===== src/pkg/ds3_pmdl_tx_regs.vh =====
// Register map, field positions, frame constants and timing counts for the
// path maintenance data link transmitter.
// Assumes inclusion by bare name from every design file that needs it.
// Behaviour
// - Size bit: 0 gives 76 bytes, 1 gives 82
// - Disabled engine drives every data link bit one
// - Enabling starts continuous 0x7E flag octets immediately
// - Reset clears enable; data link bits all ones
// - Rising edge of start bit 3 launches message
// - Busy bit 2 high for whole transmission
// - Interrupt enable bit 1 gates completion interrupt
// - Status bit 0 reports completion, cleared on read
// - Four header octets precede the buffered payload
// - Header octets fixed: 7E, 3C, 01, 03
// - Sixteen-bit check value follows payload immediately
// - Check polynomial x16 + x12 + x5 + 1
// - One closing flag octet ends the frame
// - Frame serialized bitwise into data link slots
// - Data link slots are three bits per M-frame
// - Resend same message every second while enabled
// - Flags sent continuously whenever idle and enabled
// - Repeats and idle flags run until enable cleared
// - Payload only: zero after five consecutive ones
`ifndef DS3_PMDL_TX_REGS_VH
`define DS3_PMDL_TX_REGS_VH

`define DL_CFG_ADDR 8'h33
`define DL_STAT_ADDR 8'h34
`define DL_BUF_FIRST 8'h86
`define DL_BUF_LAST 8'hdd
`define DL_BUF_DEPTH 88

`define DL_CFG_ENABLE 0
`define DL_CFG_SIZE 1
`define DL_CFG_AUTO 3
`define DL_ST_START 3
`define DL_ST_BUSY 2
`define DL_ST_IEN 1
`define DL_ST_IRQ 0

`define DL_LEN_SHORT 7'h4c
`define DL_LEN_LONG 7'h52

`define DL_FLAG 8'h7e
`define DL_SAPI 8'h3c
`define DL_TEI 8'h01
`define DL_CTRL 8'h03
`define DL_HDR_LAST 7'h03

`define DL_CRC_INIT 16'hffff
`define DL_CRC_POLY 16'h8408
`define DL_STUFF_RUN 3'h5

`define DL_RETX_MS 1000
`define DL_CLK_KHZ 50000
// One second at 50 MHz, sized to the interval counter so no bits are cut.
`define DL_RETX_CYCLES 26'h2faf080

`endif


===== src/rtl/fcs16_serial.v =====
// Bit-serial frame check accumulator, reflected form, one data bit per shift.
// Assumes the caller pulses init before the first covered bit.
`include "ds3_pmdl_tx_regs.vh"

module fcs16_serial
(
   input wire mclk,
   input wire rst_n,
   input wire init,
   input wire shiftEn,
   input wire dataBit,
   output wire [15:0] crcNext
);

   reg [15:0] crc;
   wire feedback;

   assign feedback = crc[0] ^ dataBit;
   assign crcNext = {1'b0, crc[15:1]} ^ (feedback ? `DL_CRC_POLY : 16'h0000);

   always @(posedge mclk)
   begin
      if (!rst_n || init)
         crc <= `DL_CRC_INIT;
      else if (shiftEn)
         crc <= crcNext;
   end

endmodule


===== src/rtl/interval_timer.v =====
// One-shot interval counter: a restart pulse arms it, and one period later it
// gives a single tick. Halt drops it at once.
// Assumes restart and halt come from logic on the same clock.
module interval_timer
#(
   parameter [25:0] PERIOD = 26'h00003e8
)
(
   input wire mclk,
   input wire rst_n,
   input wire restart,
   input wire halt,
   output reg tick
);

   reg running;
   reg [25:0] count;

   always @(posedge mclk)
   begin
      if (!rst_n || halt)
      begin
         running <= 1'b0;
         count <= 26'h0000000;
         tick <= 1'b0;
      end
      else
      begin
         tick <= 1'b0;
         if (restart)
         begin
            running <= 1'b1;
            count <= 26'h0000000;
         end
         else if (running)
         begin
            if (count == PERIOD - 26'h0000001)
            begin
               tick <= 1'b1;
               running <= 1'b0;
            end
            else
               count <= count + 26'h0000001;
         end
      end
   end

endmodule


===== src/rtl/ds3_pmdl_lapd_transmitter.v =====
// Transmit message engine for the DS3 path maintenance data link: register
// bank, message buffer, frame builder, bit stuffer and data link serializer.
// Assumes the transmit framer pulses dlSlot once for each data link bit
// position it inserts, on mclk, and takes dlBit in the cycle after the pulse.
`include "ds3_pmdl_tx_regs.vh"

module ds3_pmdl_lapd_transmitter
#(
   parameter [25:0] RETX_CYCLES = `DL_RETX_CYCLES
)
(
   input wire mclk,
   input wire rst_n,
   input wire [7:0] busAddr,
   input wire [7:0] busWrData,
   input wire busWr,
   input wire busRd,
   output reg [7:0] busRdData,
   input wire dlSlot,
   output reg dlBit,
   output reg doneIrq
);

   localparam [2:0] PH_FLAG = 3'h0;
   localparam [2:0] PH_HDR = 3'h1;
   localparam [2:0] PH_PAY = 3'h2;
   localparam [2:0] PH_FCS = 3'h3;
   localparam [2:0] PH_CLOSE = 3'h4;

   // Configuration and status bits.
   reg txEnable;
   reg sizeLong;
   reg autoRetx;
   reg startBit;
   reg irqEnable;
   reg irqStatus;
   reg busy;
   reg startPend;

   // Message buffer, one byte per location.
   reg [7:0] msgBuf [0:`DL_BUF_DEPTH-1];

   // Serializer state.
   reg [2:0] phase;
   reg [7:0] shifter;
   reg [2:0] bitIdx;
   reg [6:0] octIdx;
   reg [2:0] onesCnt;
   reg stuffPend;
   reg [7:0] fcsLow;

   wire cfgHit;
   wire statHit;
   wire bufHit;
   wire [7:0] bufOffset;
   wire startEdge;
   wire startAccept;
   wire dataSlot;
   wire octetEnd;
   wire launch;
   wire doneNow;
   wire crcShift;
   wire retxTick;
   wire [15:0] crcNext;
   wire [6:0] msgLen;
   wire [6:0] octNext;
   wire [7:0] payNext;
   reg [7:0] hdrNext;

   assign cfgHit = (busAddr == `DL_CFG_ADDR);
   assign statHit = (busAddr == `DL_STAT_ADDR);
   assign bufHit = (busAddr >= `DL_BUF_FIRST) && (busAddr <= `DL_BUF_LAST);
   assign bufOffset = busAddr - `DL_BUF_FIRST;

   assign msgLen = sizeLong ? `DL_LEN_LONG : `DL_LEN_SHORT;

   assign startEdge = busWr && statHit && busWrData[`DL_ST_START] && !startBit;
   // A start while disabled or already busy is dropped; the host owns ordering.
   assign startAccept = startEdge && txEnable && !busy;

   assign dataSlot = dlSlot && txEnable && !stuffPend;
   assign octetEnd = dataSlot && (bitIdx == 3'h7);
   assign launch = octetEnd && (phase == PH_FLAG) && startPend;
   assign doneNow = octetEnd && (phase == PH_CLOSE);

   assign crcShift = dataSlot && ((phase == PH_HDR) || (phase == PH_PAY));

   assign octNext = octIdx + 7'h01;
   assign payNext = msgBuf[octNext];

   always @*
   begin
      hdrNext = `DL_FLAG;
      case (octNext[1:0])
         2'h1: hdrNext = `DL_SAPI;
         2'h2: hdrNext = `DL_TEI;
         2'h3: hdrNext = `DL_CTRL;
         default: hdrNext = `DL_FLAG;
      endcase
   end

   fcs16_serial crcUnit
   (
      .mclk(mclk),
      .rst_n(rst_n),
      .init(launch),
      .shiftEn(crcShift),
      .dataBit(shifter[0]),
      .crcNext(crcNext)
   );

   interval_timer #(.PERIOD(RETX_CYCLES)) retxTimer
   (
      .mclk(mclk),
      .rst_n(rst_n),
      .restart(doneNow),
      .halt(!txEnable),
      .tick(retxTick)
   );

   // Host writes to configuration and status control bits.
   always @(posedge mclk)
   begin
      if (!rst_n)
      begin
         txEnable <= 1'b0;
         sizeLong <= 1'b0;
         autoRetx <= 1'b0;
         startBit <= 1'b0;
         irqEnable <= 1'b0;
      end
      else if (busWr)
      begin
         if (cfgHit)
         begin
            txEnable <= busWrData[`DL_CFG_ENABLE];
            sizeLong <= busWrData[`DL_CFG_SIZE];
            autoRetx <= busWrData[`DL_CFG_AUTO];
         end
         if (statHit)
         begin
            startBit <= busWrData[`DL_ST_START];
            irqEnable <= busWrData[`DL_ST_IEN];
         end
      end
   end

   // The buffer has no reset; the host loads it before any start.
   always @(posedge mclk)
   begin
      if (busWr && bufHit)
         msgBuf[bufOffset[6:0]] <= busWrData;
   end

   // Start request and busy tracking.
   always @(posedge mclk)
   begin
      if (!rst_n || !txEnable)
      begin
         busy <= 1'b0;
         startPend <= 1'b0;
      end
      else
      begin
         if (startAccept || retxTick)
            busy <= 1'b1;
         else if (doneNow)
            busy <= 1'b0;
         if (startAccept || retxTick)
            startPend <= 1'b1;
         else if (launch)
            startPend <= 1'b0;
      end
   end

   // Completion status and the interrupt it drives.
   always @(posedge mclk)
   begin
      if (!rst_n)
      begin
         irqStatus <= 1'b0;
         doneIrq <= 1'b0;
      end
      else
      begin
         if (doneNow)
            irqStatus <= 1'b1;
         else if (busRd && statHit)
            irqStatus <= 1'b0;
         doneIrq <= irqStatus && irqEnable;
      end
   end

   // Read data is registered and appears the cycle after busRd.
   always @(posedge mclk)
   begin
      if (!rst_n)
         busRdData <= 8'h00;
      else if (busRd)
      begin
         if (cfgHit)
            busRdData <= {4'h0, autoRetx, 1'b0, sizeLong, txEnable};
         else if (statHit)
            busRdData <= {4'h0, startBit, busy, irqEnable, irqStatus};
         else if (bufHit)
            busRdData <= msgBuf[bufOffset[6:0]];
         else
            busRdData <= 8'h00;
      end
   end

   // Serializer: one bit leaves on each data link slot.
   always @(posedge mclk)
   begin
      if (!rst_n || !txEnable)
      begin
         phase <= PH_FLAG;
         shifter <= `DL_FLAG;
         bitIdx <= 3'h0;
         octIdx <= 7'h00;
         onesCnt <= 3'h0;
         stuffPend <= 1'b0;
         fcsLow <= 8'h00;
         dlBit <= 1'b1;
      end
      else if (dlSlot)
      begin
         if (stuffPend)
         begin
            dlBit <= 1'b0;
            stuffPend <= 1'b0;
            onesCnt <= 3'h0;
         end
         else
         begin
            dlBit <= shifter[0];
            if ((phase == PH_PAY) && shifter[0])
            begin
               if (onesCnt == `DL_STUFF_RUN - 3'h1)
               begin
                  stuffPend <= 1'b1;
                  onesCnt <= 3'h0;
               end
               else
                  onesCnt <= onesCnt + 3'h1;
            end
            else
               onesCnt <= 3'h0;
            if (bitIdx != 3'h7)
            begin
               shifter <= {1'b0, shifter[7:1]};
               bitIdx <= bitIdx + 3'h1;
            end
            else
            begin
               bitIdx <= 3'h0;
               case (phase)
                  PH_FLAG:
                  begin
                     shifter <= `DL_FLAG;
                     octIdx <= 7'h00;
                     if (startPend)
                        phase <= PH_HDR;
                  end
                  PH_HDR:
                  begin
                     if (octIdx == `DL_HDR_LAST)
                     begin
                        phase <= PH_PAY;
                        octIdx <= 7'h00;
                        shifter <= msgBuf[0];
                     end
                     else
                     begin
                        octIdx <= octNext;
                        shifter <= hdrNext;
                     end
                  end
                  PH_PAY:
                  begin
                     if (octNext == msgLen)
                     begin
                        phase <= PH_FCS;
                        octIdx <= 7'h00;
                        shifter <= ~crcNext[15:8];
                        fcsLow <= ~crcNext[7:0];
                     end
                     else
                     begin
                        octIdx <= octNext;
                        shifter <= payNext;
                     end
                  end
                  PH_FCS:
                  begin
                     if (octIdx == 7'h00)
                     begin
                        octIdx <= 7'h01;
                        shifter <= fcsLow;
                     end
                     else
                     begin
                        phase <= PH_CLOSE;
                        octIdx <= 7'h00;
                        shifter <= `DL_FLAG;
                     end
                  end
                  PH_CLOSE:
                  begin
                     phase <= PH_FLAG;
                     shifter <= `DL_FLAG;
                  end
                  default:
                  begin
                     phase <= PH_FLAG;
                     shifter <= `DL_FLAG;
                  end
               endcase
            end
         end
      end
   end

endmodule


===== config.mk =====
export PLATFORM = sky130hd
export DESIGN_NAME = ds3_pmdl_lapd_transmitter
export DESIGN_NICKNAME = d
export VERILOG_FILES = /design/src/rtl/fcs16_serial.v /design/src/rtl/interval_timer.v /design/src/rtl/ds3_pmdl_lapd_transmitter.v
export VERILOG_INCLUDE_DIRS = /design/src /design/src/pkg
export SDC_FILE = /design/constraint.sdc
export NUM_CORES = 1
export LEC_CHECK = 0
export ABC_AREA = 1
export BUFFER_PORTS_ARGS = -buffer_cell sky130_fd_sc_hd__buf_2
export CELL_PAD_IN_SITES_DETAIL_PLACEMENT = 1
export CELL_PAD_IN_SITES_GLOBAL_PLACEMENT = 1
export CORE_MARGIN = 8
export CORE_UTILIZATION = 25
export DETAILED_ROUTE_END_ITERATION = 10
export PLACE_DENSITY = 0.47
export SYNTH_ARGS = -nofsm -noshare
export SYNTH_HDL_FRONTEND = slang
export SYNTH_SLANG_ARGS = --single-unit

===== constraint.sdc =====
create_clock -name mclk -period 3.4 [get_ports mclk]
set_input_delay 0.51 -clock mclk [delete_from_list [all_inputs] [get_ports mclk]]
set_output_delay 0.51 -clock mclk [all_outputs]
set_load 0.02 [all_outputs]

======== Word level (Yosys, flattened, before mapping) ========
Memory sizes are Yosys's and may differ from the RTL's.
Index checks and enable logic that the tools add are counted.
storage, ports and cells
  register bits after elaboration ......... 95
  bits in writable memories ............... 704
  bits of input ports ..................... 21
  output and inout bits ................... 10
  logic and storage cells ................. 138
  memories ................................ 1
memory list
  memory  depth  bits a word  read ports  clocked after memory_dff  write ports  RTL line                        text
  msgBuf  88     8            3           0                         1            ds3_pmdl_lapd_transmitter.v:41  reg [7:0] msgBuf [0:`DL_BUF_DEPTH-1];
operators by class
  add/sub/neg operators ................... 5
  $lt $le $gt $ge ......................... 2
  equal/unequal tests ..................... 19
  muxes and demuxes ....................... 40
  bitwise operators ....................... 8
  reductions and logical operators ........ 41
operators by type and width
  cell                                                      number
  2-to-1 mux 8 bit                                          7
  one-hot mux 7 bit (4 select lines)                        1
  adder 26 x 1 -> 26 bit, second input constant             1
  equality test 26 bit, second input constant               1
  2-to-1 mux 3 bit                                          8
  one-hot mux 8 bit (3 select lines)                        1
  one-hot mux 7 bit (3 select lines)                        1
  logical AND 1 bit                                         17
  2-to-1 mux 1 bit                                          17
  equality test 8 x 6 -> 1 bit, second input constant       2
  2-to-1 mux 16 bit                                         1
  inverter 8 bit                                            2
  XOR 15 x 16 -> 16 bit                                     1
  2-to-1 mux 7 bit                                          2
  one-hot mux 3 bit (4 select lines)                        1
  equality test 3 bit, second input constant                3
  greater-or-equal comparator 8 bit, second input constant  1
  <= comparator 8 bit, second input constant                1
  AND reduction 2 bit                                       4
  adder 7 x 1 -> 7 bit, second input constant               1
  equality test 7 x 2 -> 1 bit, second input constant       1
  equality test 7 bit                                       1
  logical NOT 7 bit                                         1
  AND reduction 7 bit                                       1
  21 further kinds                                          38

======== Depth between registers and ports, before layout ========
  depth in word-level cells ............... 8
  depth in mapped cells ................... 24
  depth with buffers taken out ............ 18

======== By module ========
A second synthesis with hierarchy kept.
unflattened totals
  cell total of the unflattened synthesis .. 4,562
  area total of the unflattened synthesis .. 40,496.3 um^2
modules (own cells, without submodules)
  module                     times used  cells an instance  area each (um^2)  seq. area each (um^2)
  ds3_pmdl_lapd_transmitter  1           4,196              37,978.9          22,161.3
  interval_timer             1           268                1,680.4           560.5
  fcs16_serial               1           98                 837.1             320.3

======== Worst setup path after synthesis ========
Ideal clock, no wire load.
  path type ............................... input to register
  from .................................... input busAddr[1]
  to ...................................... register busRdData[6]
  setup time .............................. 0.132 ns
  arrival time ............................ 2.712 ns
  required time ........................... 3.268 ns
  slack ................................... 0.556 ns
  stages .................................. 14
  buffers on the path ..................... 5
  path through ............................ inv_2 -> clkbuf_1 -> clkbuf_1 -> ha_1 -> clkbuf_1 -> clkbuf_1 -> clkbuf_1 -> o211ai_1 -> nand3_1 -> nand2_1 -> o21ai_0 -> nand3_1 -> nand2_1 -> a21oi_1
between the ends
  word-level cells in the longest chain between the ends .. 5
  elaborated cells between the ends (all ways) .. 10
  classes of those cells .................. 1 x add/sub; 2 x order compare; 2 x eq/ne; 3 x mux; 1 x reduce/logical; 1 x memory
RTL lines
  what                                                                      RTL line                         text
  start: declaration                                                        ds3_pmdl_lapd_transmitter.v:14   input wire [7:0] busAddr,
  subtractor 7 x 3 -> 7 bit (no source line), or another cell as far along  --
  memory read (88 x 8 bit) / logical AND 1 bit (equally long branches)      --
  2-to-1 mux 8 bit                                                          ds3_pmdl_lapd_transmitter.v:205  else if (bufHit)
  2-to-1 mux 8 bit                                                          ds3_pmdl_lapd_transmitter.v:203  else if (statHit)
  2-to-1 mux 8 bit *                                                        ds3_pmdl_lapd_transmitter.v:201  if (cfgHit)
  end signal: assignment                                                    ds3_pmdl_lapd_transmitter.v:202  busRdData <= {4'h0, autoRetx, 1'b0, sizeLong, txEnable};
  end signal: assignment                                                    ds3_pmdl_lapd_transmitter.v:204  busRdData <= {4'h0, startBit, busy, irqEnable, irqStatus};
  end signal: assignment                                                    ds3_pmdl_lapd_transmitter.v:206  busRdData <= msgBuf[bufOffset[6:0]];
  end: declaration                                                          ds3_pmdl_lapd_transmitter.v:18   output reg [7:0] busRdData,
Mark *: on every way between the ends. The rest lies on a longest branch, timed or not.
A chain may end at the register's enable or synchronous reset.

======== Worst setup path after layout ========
  from .................................... register octIdx[0]
  to ...................................... register shifter[1]
between the ends
  word-level cells in the longest chain between the ends .. 6
  elaborated cells between the ends (all ways) .. 14
  classes of those cells .................. 1 x add/sub; 5 x eq/ne; 6 x mux; 1 x reduce/logical; 1 x memory
RTL lines
  what                                                                              RTL line                         text
  start: declaration                                                                ds3_pmdl_lapd_transmitter.v:47   reg [6:0] octIdx;
  start signal: assignment                                                          ds3_pmdl_lapd_transmitter.v:275  octIdx <= octNext;
  start signal: assignment                                                          ds3_pmdl_lapd_transmitter.v:290  octIdx <= octNext;
  parallel branches: the longest is 4 deep, another holds memory read (88 x 8 bit)  --
  one-hot mux 8 bit (3 select lines) *                                              ds3_pmdl_lapd_transmitter.v:257  case (phase)
  2-to-1 mux 8 bit *                                                                ds3_pmdl_lapd_transmitter.v:249  if (bitIdx != 3'h7)
  end signal: assignment                                                            ds3_pmdl_lapd_transmitter.v:251  shifter <= {1'b0, shifter[7:1]};
  end signal: assignment                                                            ds3_pmdl_lapd_transmitter.v:260  shifter <= `DL_FLAG;
  end signal: assignment                                                            ds3_pmdl_lapd_transmitter.v:271  shifter <= msgBuf[0];
  end: declaration                                                                  ds3_pmdl_lapd_transmitter.v:45   reg [7:0] shifter;
Every way passes the cells marked *.

==> impl_metrics.toml <==
[timing]
post-route-period-util = 0.9197
slew_violations = 0
slew_headroom = 0.2536
rsz0062_at_grt = "no"
fmax_mhz = 319.8
worst_pin_slew_ps = 1108
finalSetupTns_ps = 0
period_minus_slack_ps = 3127
skew_ps = 40.85
finalHoldWorstSlack_ps = 104.2
hold_viol = 0
finalSetupViolCount = 0

[global_routing]
grt_antenna_before_repair = 6
grt_pass1_wl_mm = 258.4
grt_max_degree = 124
overflow = 0
grt_usage = 0.2064
grt_pass1_vias = 34050

[yosys]
yosysTopAreaCellShare = 0.5346
yosysMostFrequentCell = "nand2_1"
synth_area_leader_cell = "edfxtp_1"
synthFlopType = "edfxtp_1"
ys_seq_area_frac = 0.5827
syn-mean-instance-area_um2 = 9.262
synth-seq-cells = 799
async_flop_share = 0
synth_warnings = 0
synth_edf_count = 704
synth_area_leaders = "edfxtp_1 (53%), nand2_1 (7.4%), o21ai_0 (5.8%)"
synth_area_um2 = 39540
syn_inst = 4269
syn-num-nets = 4302
synthTopCellsByCount = "nand2_1 (775), edfxtp_1 (704), o21ai_0 (456)"
ys_types = 47

[pwr]
p_comb_frac = 0.071
p_seq_frac = 0.464
p_sw_mw = 5.703
clkPwrFrac = 0.465
ir_drop_mv = 0.3579
static-leakage-power_nw = 16.35
powerDensity_nw_per_um2 = 492.1
p_int_mw = 17.38
sw_frac_of_total = 0.2471

[cts]
clockRootBuffer = "clkbuf_16"
insertion_delay_ps = 720
cts_buffer_depth = 3
cts.clk_slew.worst_paths_ps = 60
cts_sinks = 799
h-tree-depth = 3
cts_made_buffers = 100
cts_tree = "yes"

[finish]
synthToLayoutAreaGrowth_pct = 18.62
finalNetCount = 4392
nFillCells = 18030
drive_above_1_share = 0.1048

[floorplanning]
fp.dieH_um = 413.7
row_count = 146
core_area_um2 = 157600
die_x_um = 413.7
initial_core_util = 0.2508
pin_count = 31
die-area_um2 = 171100

[setup_path]
endpoint_kind = "flop"
critPathLaunchType = "flop"
arrival_ps = 3720
cp.required_ps = 4000
critical_path_class = "reg2reg"
crit_fanout = 39

[detailed_routing]
vias = 33550
drtPass1Iterations = 5
drtIter0Drc = 2890
drt-wirelength-per-cell_um = 27.68
routed_via_density = 5.151
drcViolationCount = 0
drt_wl_total_mm = 180.3
ant_nets = 0

[placement]
place.gp.congestion = 0.8487
io_buffer_count = 30
place_hpwl_mm = 120.0

[run_status]
status = "complete, no violations"

[flow_run]
cap_violations = 0

[worst_hold_path]
min_path_type = "in2reg"
==> worst max-delay path, cell delays in order, from the launching register on <==
cell and delay [ps]:
dfxtp_4 420, ha_1 300, inv_1 70, nand2_1 100, nand2_4 210, inv_4 160
buf_12 250, o211ai_1 230, o211ai_1 190, buf_4 180, nand3_1 60, nand3_1 260
nand3_1 160, nand2_1 160, nand2_1 70, nand2_1 60, nand2_1 40
==> logic make-up (layout without fill, tap and decap cells) <==
kind of cell / count (synthesis) / in the layout / synth area share
simple gates: 1666 / 1666 / 0.1791
flops: 799 / 799 / 0.5827
fa+ha+maj: 12 / 12 / 0.003797
xor+xnor: 24 / 24 / 0.005506
compound gates: 1124 / 1124 / 0.1641
buf+inv: 644 / 814 / 0.06474
other cells: 0 / 2 / 0
==> through the flow <==
| step | utilization | worst slack (ps) | power (mW) | instance area [um2] | std cells |
|---|---|---|---|---|---|
| finish | 0.2975 | 273.1 | 23.08 | 46900 | 6513 |
| global route | 0.2975 | 79.26 | 23.78 | 46900 | 6511 |
| CTS | 0.2973 | 242.8 | 23.36 | 46860 | 6509 |
| detailed placement | 0.2767 | -72.02 | 12.55 | 43620 | 6326 |
| global placement | 0.2767 | -103.4 | 12.55 | 43620 | 6326 |
| floorplan | - | 556.1 | 11.58 | 39540 | 4269 |
==> cells in the final DEF (no fill, tap or decap), types with 14 or more instances in the layout <==
master / instances
nand2_1: 773
edfxtp_1: 704
o21ai_0: 456
nand3_1: 398
nor2_1: 373
a21oi_1: 351
inv_1: 328
buf_4: 216
o211ai_1: 205
clkbuf_16: 102
dfxtp_1: 94
nand4_1: 66
buf_12: 47
o2111ai_1: 36
clkinv_1: 27
o221ai_1: 24
clkbuf_1: 22
buf_2: 20
nor3_1: 18
xor2_1: 14
==> final timing paths <==
| check | start | endpoint | slack (ps) | depth (start not counted) |
|---|---|---|---|---|
| max | octIdx[0]$_SDFFE_PP0P_ | shifter[1]$_SDFFE_PP1P_ | 270 | 16 |
| min | rst_n | doneIrq$_SDFF_PN0_ | 100 | 3 |
| max reg2reg | octIdx[0]$_SDFFE_PP0P_ | shifter[1]$_SDFFE_PP1P_ | 270 | 16 |
| min reg2reg | shifter[7]$_SDFFE_PP0P_ | shifter[7]$_SDFFE_PP0P_ | 470 | 2 |
==> sequential cells by signal (all words and copies together) (netlist names), 3 cells and up <==
signal,cells
fcsLow,8
bitIdx,3
busRdData,8
shifter,8
msgBuf,704
octIdx,7
phase,3
retxTimer.count,26
onesCnt,3
crcUnit.crc,16
==> routing by layer <==
metal / wire (um) / part of all wire / global-route usage / vias up
li1: - / - / - / 15320
met1: 84390 / 0.47 / 0.2888 / 17250
met2: 83990 / 0.47 / 0.3396 / 764
met3: 7512 / 0.042 / 0.02495 / 218
met4: 4363 / 0.024 / 0.05064 / 0
met5: 0 / 0 / 0 / -
==> power by group through the flow <==
stage | Sequential [mW] | Clock (mW) | Combinational [mW]
after floorplan | 10.9 | 0 | 0.668
after global placement | 10.9 | 0 | 1.65
after detailed placement | 10.9 | 0 | 1.64
after CTS | 10.7 | 11.0 | 1.65
after global routing | 10.7 | 11.4 | 1.73
final | 10.7 | 10.7 | 1.64
==> timing repair <==
action                                  4_1_cts  5_1_grt
hold endpoints to repair                      2        0
resized for setup                             0        1
endpoints found under the setup margin        0        1
hold buffers                                  1        0
setup buffers                                 0        2
==> cell type report <==
type	instances	area (um2)	area share
clock inverter	52	513.0	0.01094
multi-input combinational	2826	13990	0.2982
clock buffer	130	2718	0.05794
tap	2072	2592	0.05527
timing repair buffer	287	2723	0.05805
antenna	2	5.005	0.0001067
inverter	345	1320	0.02814
sequential	799	23050	0.4914
Note: power is estimated with default switching activity, not from simulation.
